[src/verilog/clk_power_consts.svh]
// Register offsets, field positions, reset values and counts for the clock and power block.
// Assumes inclusion by bare name from the package and the test files.
`ifndef CLK_POWER_CONSTS_SVH
`define CLK_POWER_CONSTS_SVH

// Avalon byte addresses of the registers, one aligned word each.
`define OFS_SYS_CLK_CTRL 6'h00
`define OFS_OSC_CTRL 6'h04
`define OFS_LOW_SPEED_CTRL 6'h08
`define OFS_CLK_DIV_CTRL 6'h0c
`define OFS_PERIPH_CLK_CTRL 6'h10
`define OFS_PLL_CTRL_ONE 6'h14
`define OFS_PLL_STATUS 6'h18
`define OFS_PROTECT_CTRL 6'h1c
`define OFS_PROTECT_CTRL_TWO 6'h20
`define OFS_LVD_CTRL 6'h24
`define OFS_POWER_CTRL 6'h28

// Field positions.
`define BIT_CLKPIN_LO 0
`define BIT_CLKPIN_HI 1
`define BIT_WAIT_PSTOP 2
`define BIT_MAIN_OSC_STOP 5
`define BIT_DETECT_EN 0
`define BIT_OSC_STOP_FLAG 1
`define BIT_BCS 4
`define BIT_EVEN_SRC_MAIN 6
`define BIT_CLK_UNLOCK 0
`define BIT_DIV_UNLOCK 7
`define BIT_CMD_WAIT 0
`define BIT_CMD_STOP 1
`define BIT_KEEP_SUB 4

// Clock output pin selections.
`define CLKPIN_OFF 2'h0
`define CLKPIN_LOW_SPEED 2'h1
`define CLKPIN_DIV8 2'h2
`define CLKPIN_DIV32 2'h3

// Fixed divide ratios and reset values.
`define RATIO_DIV8 8'h08
`define RATIO_DIV32 8'h20
`define RST_BYTE 8'h00
`define PLL_STATUS_W 16

`endif

[src/verilog/clk_power_pkg.sv]
// Types shared by the clock and power control block.
// Assumes the constants header sits beside it.
package clk_power_pkg;
  `include "clk_power_consts.svh"

  // Power states, one-hot.
  typedef enum logic [2:0]
  {
    PWR_NORMAL = 3'b001,
    PWR_WAIT = 3'b010,
    PWR_STOP = 3'b100
  } power_state_t;

  // One-cycle enable pulses standing for the derived clocks.
  typedef struct packed
  {
    logic cpu;
    logic periph_bus;
    logic periph_clock_div1;
    logic periph_clock_div8;
    logic periph_clock_div32;
    logic converter_clock;
    logic even_divided_periph_clock;
    logic sub_clock_div32;
  } clk_ticks_t;

  // Wake sources seen by the power controller.
  typedef struct packed
  {
    logic nmi;
    logic lvd_irq;
    logic [63:0] periph_irq;
    logic [2:0] ext_irq_six_to_eight;
  } wake_src_t;
endpackage

[src/verilog/tick_divider.sv]
// Enable-pulse divider: passes one of every ratio source pulses.
// Assumes the source pulse is synchronous to clk; ratio 0 or 1 passes every pulse.
`timescale 1ns/1ps
module tick_divider #(
  parameter int W = 8
) (
  // Clock and reset.
  input wire logic clk,
  input wire logic sys_rst,
  // Source pulse, ratio and run gate.
  input wire logic tick_in,
  input wire logic [W-1:0] ratio,
  input wire logic run,
  // Divided pulse.
  output logic tick_out
);
  logic [W-1:0] cnt_q;
  logic last;

  // The count wraps when it reaches one less than the ratio.
  assign last = ({1'b0, cnt_q} + {{W{1'b0}}, 1'b1}) >= {1'b0, ratio};
  assign tick_out = run && tick_in && last;

  // Stopping the divider clears it, so a restart begins a whole period.
  always_ff @(posedge clk)
  begin
    if (sys_rst || !run)
      cnt_q <= '0;
    else if (tick_in)
      cnt_q <= last ? '0 : cnt_q + {{(W-1){1'b0}}, 1'b1};
  end
endmodule // tick_divider

[src/verilog/power_mode_fsm.sv]
// Power mode state machine with its wake decision.
// Assumes wake sources are synchronous and already level-masked by the interrupt controller.
`timescale 1ns/1ps
module power_mode_fsm
  import clk_power_pkg::*;
(
  // Clock and reset.
  input wire logic clk,
  input wire logic sys_rst,
  // Mode commands from software, one-cycle pulses.
  input wire logic enter_wait,
  input wire logic enter_stop,
  // Wake sources and routing.
  input wire wake_src_t src,
  input wire logic lvd_enable,
  input wire logic [2:0] iio_route,
  // Current state.
  output power_state_t state
);
  power_state_t state_q;
  logic [2:0] ext_prev_q;
  logic ext_wake;
  logic wait_wake;
  logic stop_wake;

  // External inputs six to eight wake only on a falling edge and only when routed.
  always_ff @(posedge clk)
  begin
    if (sys_rst)
      ext_prev_q <= 3'h0;
    else
      ext_prev_q <= src.ext_irq_six_to_eight;
  end
  assign ext_wake = |(ext_prev_q & ~src.ext_irq_six_to_eight & iio_route);

  assign wait_wake = src.nmi || (|src.periph_irq) || ext_wake;
  assign stop_wake = wait_wake || (src.lvd_irq && lvd_enable);

  // Reset always lands in normal; any other wake returns there too.
  always_ff @(posedge clk)
  begin
    if (sys_rst)
      state_q <= PWR_NORMAL;
    else
      case (state_q)
        PWR_NORMAL:
          if (enter_stop)
            state_q <= PWR_STOP;
          else if (enter_wait)
            state_q <= PWR_WAIT;
        PWR_WAIT:
          if (wait_wake)
            state_q <= PWR_NORMAL;
        PWR_STOP:
          if (stop_wake)
            state_q <= PWR_NORMAL;
        default:
          state_q <= PWR_NORMAL;
      endcase
  end
  assign state = state_q;
endmodule // power_mode_fsm

[src/verilog/clock_power_ctrl.sv]
// Clock generation and power mode control with an Avalon-MM register slave.
// Assumes clk is the PLL clock, low speed clocks arrive as enable pulses, inputs are synchronous.
//
// What this block does
// - Clock pin select 01 outputs low speed clock.
// - Oscillator stop flag sets when main clock stops.
// - Detect enable bit gates the osc_stop_detected output; the stop flag sets regardless.
// - Free-run bit picks lock-in or self-oscillation.
// - Self-oscillation status resets on set, holds when stopped.
// - Three power states: normal, wait, stop.
// - Wait exits on reset, NMI, peripheral interrupts.
// - Wait clock stop bit halts peripheral-source clocks.
// - Bit clear keeps peripheral-source clocks in wait.
// - Independent clocks keep running in wait.
// - Wake resumes on the clock used before wait.
// - External inputs six to eight wake via routed path.
// - Stop mode halts all but protected clocks.
// - Detector enable bit; software waits settling time.
// - Stop exits on reset, NMI, voltage, peripheral interrupts.
`timescale 1ns/1ps
module clock_power_ctrl
  import clk_power_pkg::*;
(
  // Clock and reset.
  input wire logic clk,
  input wire logic sys_rst,
  // Avalon-MM register slave.
  input wire logic [5:0] address,
  input wire logic read,
  input wire logic write,
  input wire logic [31:0] writedata,
  input wire logic [3:0] byteenable,
  output logic [31:0] readdata,
  output logic waitrequest,
  // Oscillator and low speed clock inputs.
  input wire logic main_osc_running,
  input wire logic pll_running,
  input wire logic sub_clock_tick,
  input wire logic onchip_low_tick,
  // Wake sources.
  input wire wake_src_t wake_in,
  // Derived clock enables and pins.
  output clk_ticks_t ticks_q,
  output logic clock_output_pin,
  output logic main_osc_enable,
  output logic pll_free_run_out,
  output logic osc_stop_detected,
  output logic low_voltage_detect_on,
  output logic wait_mode,
  output logic stop_mode
);
  // Software-visible register bits, plus the internal edge, bus and pin registers.
  logic [1:0] clkpin_select_q;
  logic wait_periph_clock_stop_q;
  logic main_osc_stop_q;
  logic osc_stop_detect_enable_q;
  logic pll_osc_stop_flag_q;
  logic [1:0] low_speed_select_q;
  logic [1:0] base_divide_q;
  logic [1:0] pbus_divide_q;
  logic clock_source_select_q;
  logic [1:0] periph_divide_q;
  logic [3:0] even_n_q;
  logic even_src_main_q;
  logic pll_free_run_q;
  logic pll_free_run_prev_q;
  logic [`PLL_STATUS_W-1:0] pll_status_q;
  logic clock_write_unlock_q;
  logic divider_write_unlock_q;
  logic low_voltage_detect_enable_q;
  logic keep_sub_in_stop_q;
  logic [2:0] iio_route_q;
  logic ack_q;
  logic [31:0] rdata_q;
  logic clock_output_pin_q;

  // Bus decode and power state wires.
  logic wr_en;
  logic [7:0] wb;
  logic cmd_wait;
  logic cmd_stop;
  power_state_t state;
  logic is_normal;
  logic is_wait;
  logic is_stop;

  // Derived clock wires.
  logic low_speed_tick;
  logic base_src_tick;
  logic base_tick;
  logic pbus_tick;
  logic psrc_tick;
  logic div8_tick;
  logic div32_tick;
  logic even_tick;
  logic sub32_tick;
  logic psrc_run;
  logic even_run;
  logic sub_run;
  logic osc_stopped;
  logic [7:0] even_ratio;
  logic clkpin_tick;

  // A write takes effect only at the edge where waitrequest is low.
  assign wr_en = write && !ack_q && byteenable[0];
  assign wb = writedata[7:0];
  assign cmd_wait = wr_en && (address == `OFS_POWER_CTRL) && wb[`BIT_CMD_WAIT];
  assign cmd_stop = wr_en && (address == `OFS_POWER_CTRL) && wb[`BIT_CMD_STOP];

  // Waitrequest is high by default and drops for exactly one cycle per request.
  always_ff @(posedge clk)
  begin
    if (sys_rst)
      ack_q <= 1'b1;
    else if ((read || write) && ack_q)
      ack_q <= 1'b0;
    else
      ack_q <= 1'b1;
  end
  assign waitrequest = ack_q;

  // Read data is captured while waitrequest is high and stands at the answer edge.
  always_ff @(posedge clk)
  begin
    if (sys_rst)
      rdata_q <= 32'h0000_0000;
    else if (read && ack_q)
      case (address)
        `OFS_SYS_CLK_CTRL:
          rdata_q <= {26'h0, main_osc_stop_q, 2'h0, wait_periph_clock_stop_q, clkpin_select_q};
        `OFS_OSC_CTRL:
          rdata_q <= {30'h0, pll_osc_stop_flag_q, osc_stop_detect_enable_q};
        `OFS_LOW_SPEED_CTRL:
          rdata_q <= {30'h0, low_speed_select_q};
        `OFS_CLK_DIV_CTRL:
          rdata_q <= {27'h0, clock_source_select_q, pbus_divide_q, base_divide_q};
        `OFS_PERIPH_CLK_CTRL:
          rdata_q <= {25'h0, even_src_main_q, even_n_q, periph_divide_q};
        `OFS_PLL_CTRL_ONE:
          rdata_q <= {31'h0, pll_free_run_q};
        `OFS_PLL_STATUS:
          rdata_q <= {16'h0, pll_status_q};
        `OFS_PROTECT_CTRL:
          rdata_q <= {31'h0, clock_write_unlock_q};
        `OFS_PROTECT_CTRL_TWO:
          rdata_q <= {24'h0, divider_write_unlock_q, 7'h0};
        `OFS_LVD_CTRL:
          rdata_q <= {31'h0, low_voltage_detect_enable_q};
        `OFS_POWER_CTRL:
          rdata_q <= {24'h0, iio_route_q, keep_sub_in_stop_q, 1'b0, state};
        default:
          rdata_q <= 32'h0000_0000;
      endcase
  end
  assign readdata = rdata_q;

  // Protect registers hold the unlock bits that guard the clock registers.
  always_ff @(posedge clk)
  begin
    if (sys_rst)
    begin
      clock_write_unlock_q <= 1'b0;
      divider_write_unlock_q <= 1'b0;
    end
    else
    begin
      if (wr_en && address == `OFS_PROTECT_CTRL)
        clock_write_unlock_q <= wb[`BIT_CLK_UNLOCK];
      if (wr_en && address == `OFS_PROTECT_CTRL_TWO)
        divider_write_unlock_q <= wb[`BIT_DIV_UNLOCK];
    end
  end

  // System and peripheral clock control; locked writes are dropped silently.
  always_ff @(posedge clk)
  begin
    if (sys_rst)
    begin
      clkpin_select_q <= 2'h0;
      wait_periph_clock_stop_q <= 1'b0;
      main_osc_stop_q <= 1'b0;
      periph_divide_q <= 2'h0;
      even_n_q <= 4'h0;
      even_src_main_q <= 1'b0;
    end
    else if (wr_en && clock_write_unlock_q)
    begin
      if (address == `OFS_SYS_CLK_CTRL)
      begin
        clkpin_select_q <= {wb[`BIT_CLKPIN_HI], wb[`BIT_CLKPIN_LO]};
        wait_periph_clock_stop_q <= wb[`BIT_WAIT_PSTOP];
        main_osc_stop_q <= wb[`BIT_MAIN_OSC_STOP];
      end
      if (address == `OFS_PERIPH_CLK_CTRL)
      begin
        periph_divide_q <= wb[1:0];
        even_n_q <= wb[5:2];
        even_src_main_q <= wb[`BIT_EVEN_SRC_MAIN];
      end
    end
  end

  // Divider register needs its own unlock; order of changes is software's duty.
  always_ff @(posedge clk)
  begin
    if (sys_rst)
    begin
      base_divide_q <= 2'h0;
      pbus_divide_q <= 2'h0;
      clock_source_select_q <= 1'b0;
    end
    else if (wr_en && address == `OFS_CLK_DIV_CTRL && divider_write_unlock_q)
    begin
      base_divide_q <= wb[1:0];
      pbus_divide_q <= wb[3:2];
      clock_source_select_q <= wb[`BIT_BCS];
    end
  end

  // Unprotected control bits.
  always_ff @(posedge clk)
  begin
    if (sys_rst)
    begin
      osc_stop_detect_enable_q <= 1'b0;
      low_speed_select_q <= 2'h0;
      pll_free_run_q <= 1'b0;
      low_voltage_detect_enable_q <= 1'b0;
      keep_sub_in_stop_q <= 1'b0;
      iio_route_q <= 3'h0;
    end
    else if (wr_en)
      case (address)
        `OFS_OSC_CTRL: osc_stop_detect_enable_q <= wb[`BIT_DETECT_EN];
        `OFS_LOW_SPEED_CTRL: low_speed_select_q <= wb[1:0];
        `OFS_PLL_CTRL_ONE: pll_free_run_q <= wb[0];
        `OFS_LVD_CTRL: low_voltage_detect_enable_q <= wb[0];
        `OFS_POWER_CTRL:
        begin
          keep_sub_in_stop_q <= wb[`BIT_KEEP_SUB];
          iio_route_q <= wb[7:5];
        end
        default: iio_route_q <= iio_route_q;
      endcase
  end

  // The stop flag sets while the main clock is stopped; a set beats a same-cycle clear.
  assign osc_stopped = !main_osc_running;
  always_ff @(posedge clk)
  begin
    if (sys_rst)
      pll_osc_stop_flag_q <= 1'b0;
    else if (osc_stopped)
      pll_osc_stop_flag_q <= 1'b1;
    else if (wr_en && address == `OFS_OSC_CTRL && !wb[`BIT_OSC_STOP_FLAG])
      pll_osc_stop_flag_q <= 1'b0;
  end

  // Self-oscillation status counts PLL cycles, restarts on the free-run set, holds when stopped.
  always_ff @(posedge clk)
  begin
    if (sys_rst)
    begin
      pll_free_run_prev_q <= 1'b0;
      pll_status_q <= '0;
    end
    else
    begin
      pll_free_run_prev_q <= pll_free_run_q;
      if (pll_free_run_q && !pll_free_run_prev_q)
        pll_status_q <= '0;
      else if (main_osc_running && pll_running)
        pll_status_q <= pll_status_q + 16'h0001;
    end
  end

  // Power mode state machine.
  power_mode_fsm u_fsm (
    .clk(clk), .sys_rst(sys_rst), .enter_wait(cmd_wait), .enter_stop(cmd_stop),
    .src(wake_in), .lvd_enable(low_voltage_detect_enable_q), .iio_route(iio_route_q),
    .state(state)
  );
  assign is_normal = (state == PWR_NORMAL);
  assign is_wait = (state == PWR_WAIT);
  assign is_stop = (state == PWR_STOP);

  // Run gates: peripheral-source clocks stop in wait only when asked, always in stop.
  assign psrc_run = is_normal || (is_wait && !wait_periph_clock_stop_q);
  assign even_run = even_src_main_q ? !is_stop : psrc_run;
  assign sub_run = !is_stop || keep_sub_in_stop_q;

  // The base source is untouched by wait, so the CPU resumes on the same clock.
  assign low_speed_tick = (low_speed_select_q == 2'h0) ? sub_clock_tick : onchip_low_tick;
  assign base_src_tick = clock_source_select_q ? low_speed_tick : 1'b1;
  assign even_ratio = {3'h0, even_n_q, 1'b0};

  // Divider chain for every derived clock.
  tick_divider #(.W(8)) u_base (
    .clk(clk), .sys_rst(sys_rst), .tick_in(base_src_tick),
    .ratio({6'h0, base_divide_q} + 8'h01), .run(is_normal), .tick_out(base_tick)
  );
  tick_divider #(.W(8)) u_pbus (
    .clk(clk), .sys_rst(sys_rst), .tick_in(base_tick),
    .ratio({6'h0, pbus_divide_q} + 8'h01), .run(is_normal), .tick_out(pbus_tick)
  );
  tick_divider #(.W(8)) u_psrc (
    .clk(clk), .sys_rst(sys_rst), .tick_in(1'b1),
    .ratio({6'h0, periph_divide_q} + 8'h01), .run(psrc_run), .tick_out(psrc_tick)
  );
  tick_divider #(.W(8)) u_div8 (
    .clk(clk), .sys_rst(sys_rst), .tick_in(psrc_tick),
    .ratio(`RATIO_DIV8), .run(psrc_run), .tick_out(div8_tick)
  );
  tick_divider #(.W(8)) u_div32 (
    .clk(clk), .sys_rst(sys_rst), .tick_in(psrc_tick),
    .ratio(`RATIO_DIV32), .run(psrc_run), .tick_out(div32_tick)
  );
  tick_divider #(.W(8)) u_even (
    .clk(clk), .sys_rst(sys_rst), .tick_in(even_src_main_q ? 1'b1 : psrc_tick),
    .ratio(even_ratio), .run(even_run), .tick_out(even_tick)
  );
  tick_divider #(.W(8)) u_sub32 (
    .clk(clk), .sys_rst(sys_rst), .tick_in(sub_clock_tick),
    .ratio(`RATIO_DIV32), .run(sub_run), .tick_out(sub32_tick)
  );

  // Registered enables; the converter clock follows the undivided peripheral source.
  always_ff @(posedge clk)
  begin
    if (sys_rst)
      ticks_q <= '0;
    else
    begin
      ticks_q.cpu <= base_tick;
      ticks_q.periph_bus <= pbus_tick;
      ticks_q.periph_clock_div1 <= psrc_tick;
      ticks_q.periph_clock_div8 <= div8_tick;
      ticks_q.periph_clock_div32 <= div32_tick;
      ticks_q.converter_clock <= psrc_tick;
      ticks_q.even_divided_periph_clock <= even_tick;
      ticks_q.sub_clock_div32 <= sub32_tick;
    end
  end

  // Clock pin toggles on the chosen pulse, so its rate is half the pulse rate.
  always_comb
  begin
    case (clkpin_select_q)
      `CLKPIN_LOW_SPEED: clkpin_tick = low_speed_tick;
      `CLKPIN_DIV8: clkpin_tick = div8_tick;
      `CLKPIN_DIV32: clkpin_tick = div32_tick;
      default: clkpin_tick = 1'b0;
    endcase
  end
  always_ff @(posedge clk)
  begin
    if (sys_rst || clkpin_select_q == `CLKPIN_OFF)
      clock_output_pin_q <= 1'b0;
    else if (clkpin_tick)
      clock_output_pin_q <= !clock_output_pin_q;
  end
  assign clock_output_pin = clock_output_pin_q;

  // Status and enable outputs, all registered.
  always_ff @(posedge clk)
  begin
    if (sys_rst)
    begin
      main_osc_enable <= 1'b0;
      pll_free_run_out <= 1'b0;
      osc_stop_detected <= 1'b0;
      low_voltage_detect_on <= 1'b0;
      wait_mode <= 1'b0;
      stop_mode <= 1'b0;
    end
    else
    begin
      main_osc_enable <= !main_osc_stop_q && !is_stop;
      pll_free_run_out <= pll_free_run_q;
      osc_stop_detected <= osc_stop_detect_enable_q && osc_stopped;
      low_voltage_detect_on <= low_voltage_detect_enable_q;
      wait_mode <= is_wait;
      stop_mode <= is_stop;
    end
  end
endmodule // clock_power_ctrl

[config.mk]
export PLATFORM = sky130hd
export DESIGN_NAME = clock_power_ctrl
export DESIGN_NICKNAME = d
export VERILOG_FILES = /design/src/verilog/clk_power_pkg.sv /design/src/verilog/tick_divider.sv /design/src/verilog/power_mode_fsm.sv /design/src/verilog/clock_power_ctrl.sv
export VERILOG_INCLUDE_DIRS = /design/src /design/src/verilog
export SDC_FILE = /design/constraint.sdc
export NUM_CORES = 1
export LEC_CHECK = 0
export BUFFER_PORTS_ARGS = -buffer_cell sky130_fd_sc_hd__buf_4
export CAP_MARGIN = 20
export CORE_MARGIN = 5
export CORE_UTILIZATION = 59
export CTS_BUF_LIST = sky130_fd_sc_hd__clkbuf_2 sky130_fd_sc_hd__clkbuf_4 sky130_fd_sc_hd__clkbuf_8
export DETAILED_ROUTE_END_ITERATION = 12
export PLACE_DENSITY = 0.87
export SLEW_MARGIN = 20
export SYNTH_ARGS = -nofsm -noshare
export SYNTH_HDL_FRONTEND = slang
export SYNTH_SLANG_ARGS = --single-unit
[constraint.sdc]
create_clock -name clk -period 6.4 [get_ports clk]
set_input_delay 1.28 -clock clk [delete_from_list [all_inputs] [get_ports clk]]
set_output_delay 1.28 -clock clk [all_outputs]
set_load 0.05 [all_outputs]
Word-level counts from Yosys, hierarchy flattened
Cells that the tools add are included.

word-level totals
  flip-flop bits (word level) = 153
  input port bits = 119
  output and inout port bits = 48
  word-level logic and storage cells = 182

cells by class
  add/subtract/negate cells = 18
  order comparisons = 7
  equality and inequality tests = 20
  muxes and demuxes = 20
  bitwise logic cells = 3
  reduce and logical (&&, ||, !) cells = 70

operators by type and width
  operator                 number
  $pmux W16 S11            1
  $reduce_or A64 Y1        1
  $add A8 B1 Y9 const B    7
  $add A8 B1 Y8 const B    7
  $mux W8                  6
  $logic_and A1 B1 Y1      32
  $ge A9 B3 Y1             3
  $eq A6 B5 Y1 const B     4
  $eq A6 B6 Y1 const B     3
  $ge A9 B6 Y1 const B     2
  $add A16 B1 Y16 const B  1
  $reduce_and A2 Y1        7
  $eq A6 B4 Y1 const B     2
  $logic_not A1 Y1         12
  $mux W3                  4
  $logic_or A1 B1 Y1       11
  $add A2 B1 Y3 const B    3
  $ge A9 B4 Y1 const B     1
  $ge A9 B5 Y1             1
  $pmux W3 S3              1
  $mux W1                  7
  $and A3 B3 Y3            2
  $eq A6 B3 Y1 const B     1
  $logic_not A6 Y1         1
  13 further kinds         18

Longest topological paths before layout
  depth after elaboration = 8
  gate-level depth with buffers = 11
  depth with buffers taken out = 10

Cells and area by module
From an unflattened synthesis, not the netlist that was laid out.

second synthesis, totals
  cell total of the unflattened synthesis = 917
  area, all modules = 8204.1 µm²

modules (own cells, without submodules)
  module                      instances  cells an instance  area an instance (µm²)  seq. area each (µm²)
  tick_divider at u_base ...  6          68                 614.3                   160.2
  clock_power_ctrl            1          378                3443.3                  1501.4
  tick_divider at u_div8      1          84                 658.1                   160.2
  power_mode_fsm              1          47                 416.6                   120.1

Least setup slack after synthesis
No wires, ideal clock.

  kind = input -> register
  start point = input port address[5]
  end point = register periph_divide_q[0]
  library setup time = 0.128 ns
  data arrival time = 2.685 ns
  required time = 6.272 ns
  path slack = 3.588 ns
  stages on the path = 7
  path buffers = 2
  cell sequence = or4b_1 > buf_2 > nor3_4 > and3_1 > buf_4 > mux2i_1 > nor2_1

between the ends
  longest elaborated chain between the ends = 2

ends and longest elaborated chain
  item                                line                     text
  from (decl)                         clock_power_ctrl.sv:28   input wire logic [5:0] address,
  $eq A6 B5 Y1                        --
  $reduce_and A2 Y1 (no source line)  --
  to (signal assigned)                clock_power_ctrl.sv:196  periph_divide_q <= wb[1:0];
  to (decl)                           clock_power_ctrl.sv:62   logic [1:0] periph_divide_q;

Every way passes these cells.
A chain may end at the register's enable or synchronous reset.

Worst setup path in the final report
  start point = input port address[5]
  end point = register clock_source_select_q

between the ends
  longest elaborated chain between the ends = 3

ends and longest elaborated chain
  item                                  line                     text
  $eq A6 B4 Y1                          --
  $logic_and A1 B1 Y1 (no source line)  --
  $logic_and A1 B1 Y1                   clock_power_ctrl.sv:212  else if (wr_en && address == `OFS_CLK_DIV_CTRL && divider_write_unlock_q)
  to (signal assigned)                  clock_power_ctrl.sv:216  clock_source_select_q <= wb[`BIT_BCS];
  to (decl)                             clock_power_ctrl.sv:61   logic clock_source_select_q;

Every way passes these cells.

==> impl_metrics.ini <==
[global_routing]
antenna_violations_before_repair = 0
grt_remaining_overflow = 0
grt_util_all_layers_pct = 26.0
first_global_vias = 5985
grt_max_degree = 63
grt_first_pass_wirelength_um = 28100

[place]
detailed_place_hpwl_um = 12600
dp_cells = 983
post-place-ws_ps = 3010
io_buffers = 123
finalWeightedCongestion = 0.910

[timing]
final_critical_path_setup_slack_ps = 3340
setup_repair_after_global_routing_missed_its_margin = false
worst_pin_slew_ps = 916
finClkSkew_ps = 10.9
layout_min_cycle_time_ps = 3060
setup-tns-final_ps = 0
fmax_ghz = 0.327
setup_viol_count_final = 0
fin_crit_sh_pct = 47.8
fin_worst_hold_slack_ps = 443
timing.slew.headroom_pct = 38.4
finalMaxSlewViolations = 0
count_of_endpoints_failing_hold_in_the_final_timing_report = 0

[routing]
post_drt_wl_per_cell_um = 16.7
vias_per_cell = 5.91
routed_wl_um = 16900
drt-initial-drc-count = 569
wl_met2_um = 8620
drt_pass1_iterations = 5
wl_met1_um = 6990
met3WireLength_um = 1050
via_count = 5990
dr.max_layer_used = met4
detail_route.drc_violations = 0
antenna_violating_nets_post_route = 0

[clocking]
clock_tree_from_tritoncts = built
cts.htree.levels = 4
hold_buffers = 0
cts_setup_buffers = 0
clock_latency_ps = 440
cts.sinks = 137
numCtsBuffers = 17
cts.repair.resized = 0
clkSlewWorstSetupHoldPaths_ps = 70
cts.root.buffer_cell = sky130_fd_sc_hd__clkbuf_8
cts_buffer_depth = 2

[floorplan]
boundaryPins = 167
floorplan.initialDensity_pct = 60.4
fp.dieW_um = 116
floorplan.die_area_um2 = 13400
core-area_um2 = 10900
core.rowCount = 38
die_height_um = 116

[pwr]
power_leakage_nw = 3.19
pwr-share-comb_pct = 7.8
ir_drop_uv = 170
clock_power_share_pct = 42.2
power.density_nw_per_um2 = 221
pwr-share-seq_pct = 50.0
sw_frac_of_total_pct = 24.9
p_total_mw = 1.74
netSwitchingPower_mw = 0.435
internal_power_of_the_cells_mw = 1.31

[synth]
yosysSeqAreaShare_pct = 41.7
dominantRegCellSynth = sky130_fd_sc_hd__dfxtp_1
post_synth_instance_area_um2 = 6580
syn_inst = 752
synth-edff-count = 0
synth_cell_types = 68
syn_avg_cell_area_um2 = 8.75
ys_ff_latch = 137
synth_async_sr_flop_share_pct = 0
yosys_warnings = 0

[layout]
final_nets = 1006
multi_input_area_um2 = 3550
fillers = 797
synth_to_layout_area_growth_pct = 20.0
layout.area.seq_um2 = 2740
diodes = 0
layout-drive-gt1-share_pct = 19.3
final_cells = 1014

[worst_setup_path]
worstPathMaxFanout = 9
worstSetupEndpointType = flop
critical_path_class = input pin to flop
start_kind = input pin
crit_required_ps = 6700
arrival_time_at_the_worst_endpoint_ps = 3360

[status]
status = completed

[run]
maxCapViolations = 0

[hold_path]
hold_path.class = flop to flop
## power groups by stage
| stage | logic, mW | registers, mW | clock network (mW) |
|---|---|---|---|
| 2_1_floorplan | 0.0728 | 0.897 | 0 |
| 3_5_place_dp | 0.134 | 0.891 | 0 |
| 6_report | 0.136 | 0.872 | 0.736 |
| 3_3_place_gp | 0.130 | 0.891 | 0 |
| 5_1_grt | 0.146 | 0.873 | 0.787 |
| 4_1_cts | 0.135 | 0.872 | 0.740 |
## final cells by class
cell class / instances / area share, %
multi-input cells: 559 / 45.0
flip-flops and latches: 137 / 34.7
repair buffers: 123 / 11.7
clock buffers: 18 / 3.06
well taps: 140 / 2.22
clock inverters: 13 / 2.14
inverters: 24 / 1.14
## flip-flops by register name, indices dropped and copies added, names as in the netlist, 3 cells and up
signal,count
even_n_q,4
u_fsm.ext_prev_q,3
u_fsm.state,3
u_even.cnt_q,8
readdata,16
iio_route_q,3
u_base.cnt_q,8
u_div32.cnt_q,8
u_pbus.cnt_q,8
ticks_q,7
u_div8.cnt_q,8
u_sub32.cnt_q,8
pll_status_q,16
u_psrc.cnt_q,8
## cell families after synthesis
family	synth area share, %
adders and majority gates	4.75
muxes	4.79
xor gates and xnor gates	4.13
and+or+nand+nor	24.9
AOI/OAI and AO/OA	14.1
buffers and inverters	5.53
DFF	41.7
other	0.0570
## layout by cell type, fill, tap and decap left out, types with 4 or more instances in the layout
cell type	count
sky130_fd_sc_hd__nor3_1	14
sky130_fd_sc_hd__nand2b_1	8
sky130_fd_sc_hd__and2_1	19
sky130_fd_sc_hd__or3_1	5
sky130_fd_sc_hd__nand4_1	18
sky130_fd_sc_hd__xor2_1	20
sky130_fd_sc_hd__buf_4	123
sky130_fd_sc_hd__a22oi_1	16
sky130_fd_sc_hd__clkinvlp_4	4
sky130_fd_sc_hd__a32oi_1	5
sky130_fd_sc_hd__a41oi_1	4
sky130_fd_sc_hd__o21ai_0	18
sky130_fd_sc_hd__conb_1	21
sky130_fd_sc_hd__nand3b_1	7
sky130_fd_sc_hd__nor2b_1	12
sky130_fd_sc_hd__o31ai_1	4
sky130_fd_sc_hd__a31oi_1	5
sky130_fd_sc_hd__and3_1	21
sky130_fd_sc_hd__a21oi_1	43
sky130_fd_sc_hd__nor4_1	18
sky130_fd_sc_hd__o211ai_1	4
sky130_fd_sc_hd__inv_1	24
sky130_fd_sc_hd__xnor2_1	11
sky130_fd_sc_hd__nand3_1	16
sky130_fd_sc_hd__nor3b_1	7
sky130_fd_sc_hd__ha_1	25
sky130_fd_sc_hd__dfxtp_1	137
sky130_fd_sc_hd__nand2_1	56
sky130_fd_sc_hd__mux2i_1	27
sky130_fd_sc_hd__clkbuf_8	17
sky130_fd_sc_hd__nor2_1	95
## critical path, stage by stage
cell and delay [ps]:
sky130_fd_sc_hd__buf_4 140, sky130_fd_sc_hd__nor4_2 810, sky130_fd_sc_hd__and2_1 330, sky130_fd_sc_hd__and3_1 430, sky130_fd_sc_hd__mux2i_1 300, sky130_fd_sc_hd__nor2_1 70
## cell usage after synthesis, types with 3 or more instances
cell / number / share of area (%)
sky130_fd_sc_hd__clkbuf_1: 18 / 1.0
sky130_fd_sc_hd__buf_1: 7 / 0.40
sky130_fd_sc_hd__nor4_1: 18 / 1.7
sky130_fd_sc_hd__and3_1: 21 / 2.0
sky130_fd_sc_hd__and2_1: 19 / 1.8
sky130_fd_sc_hd__nand3_1: 16 / 1.2
sky130_fd_sc_hd__and4_1: 3 / 0.40
sky130_fd_sc_hd__a41oi_1: 4 / 0.53
sky130_fd_sc_hd__inv_1: 24 / 1.4
sky130_fd_sc_hd__nor3_1: 14 / 1.1
sky130_fd_sc_hd__nor2b_1: 12 / 1.1
sky130_fd_sc_hd__a311oi_1: 3 / 0.40
sky130_fd_sc_hd__a21oi_1: 43 / 3.3
sky130_fd_sc_hd__xnor2_1: 11 / 1.5
sky130_fd_sc_hd__nor2_1: 95 / 5.4
sky130_fd_sc_hd__a211o_1: 3 / 0.40
sky130_fd_sc_hd__nor3b_1: 7 / 0.80
sky130_fd_sc_hd__o21ai_0: 18 / 1.4
sky130_fd_sc_hd__nand2b_1: 8 / 0.76
sky130_fd_sc_hd__a32oi_1: 5 / 0.67
sky130_fd_sc_hd__or3_1: 5 / 0.48
sky130_fd_sc_hd__ha_1: 25 / 4.8
sky130_fd_sc_hd__buf_4: 18 / 2.1
sky130_fd_sc_hd__o21ai_1: 3 / 0.23
sky130_fd_sc_hd__mux2i_1: 27 / 4.1
sky130_fd_sc_hd__a31oi_1: 5 / 0.48
sky130_fd_sc_hd__buf_2: 9 / 0.68
sky130_fd_sc_hd__o21a_1: 3 / 0.34
sky130_fd_sc_hd__nand2_1: 56 / 3.2
sky130_fd_sc_hd__o31ai_1: 4 / 0.46
sky130_fd_sc_hd__o22ai_1: 3 / 0.29
sky130_fd_sc_hd__nand4b_1: 3 / 0.40
sky130_fd_sc_hd__nand4_1: 18 / 1.7
sky130_fd_sc_hd__xor2_1: 20 / 2.7
sky130_fd_sc_hd__o211ai_1: 4 / 0.46
sky130_fd_sc_hd__dfxtp_1: 137 / 42
sky130_fd_sc_hd__nand3b_1: 7 / 0.80
sky130_fd_sc_hd__a22oi_1: 16 / 1.8
sky130_fd_sc_hd__or4_1: 3 / 0.34
## metrics by stage
| step | utilization [%] | instance area (um^2) |
|---|---|---|
| after CTS | 72.5 | 7890 |
| after global routing | 72.5 | 7890 |
| after detailed placement | 68.7 | 7480 |
| final | 72.5 | 7890 |
| after global placement | 68.7 | 7480 |
| after floorplan | - | 6660 |
## path summary, 6_finish.rpt
| kind | from | endpoint | slack (ps) | cells past startpoint |
|---|---|---|---|---|
| worst min-delay path | u_even.cnt_q[6] | u_even.cnt_q[6] | 440 | 1 |
| worst max-delay path | address[5] | clock_source_select_q | 3340 | 6 |
| worst max register to register | u_even.cnt_q[0] | u_even.cnt_q[2] | 3570 | 10 |
| worst min register to register | u_even.cnt_q[6] | u_even.cnt_q[6] | 440 | 1 |
## layer usage
layer	GRT usage, %	up-vias
met4	7.82	0
met5	0	-
li1	-	2880
met1	31.7	2858
met2	45.9	223
met3	5.69	29
Power figures use the tool's default switching activity.
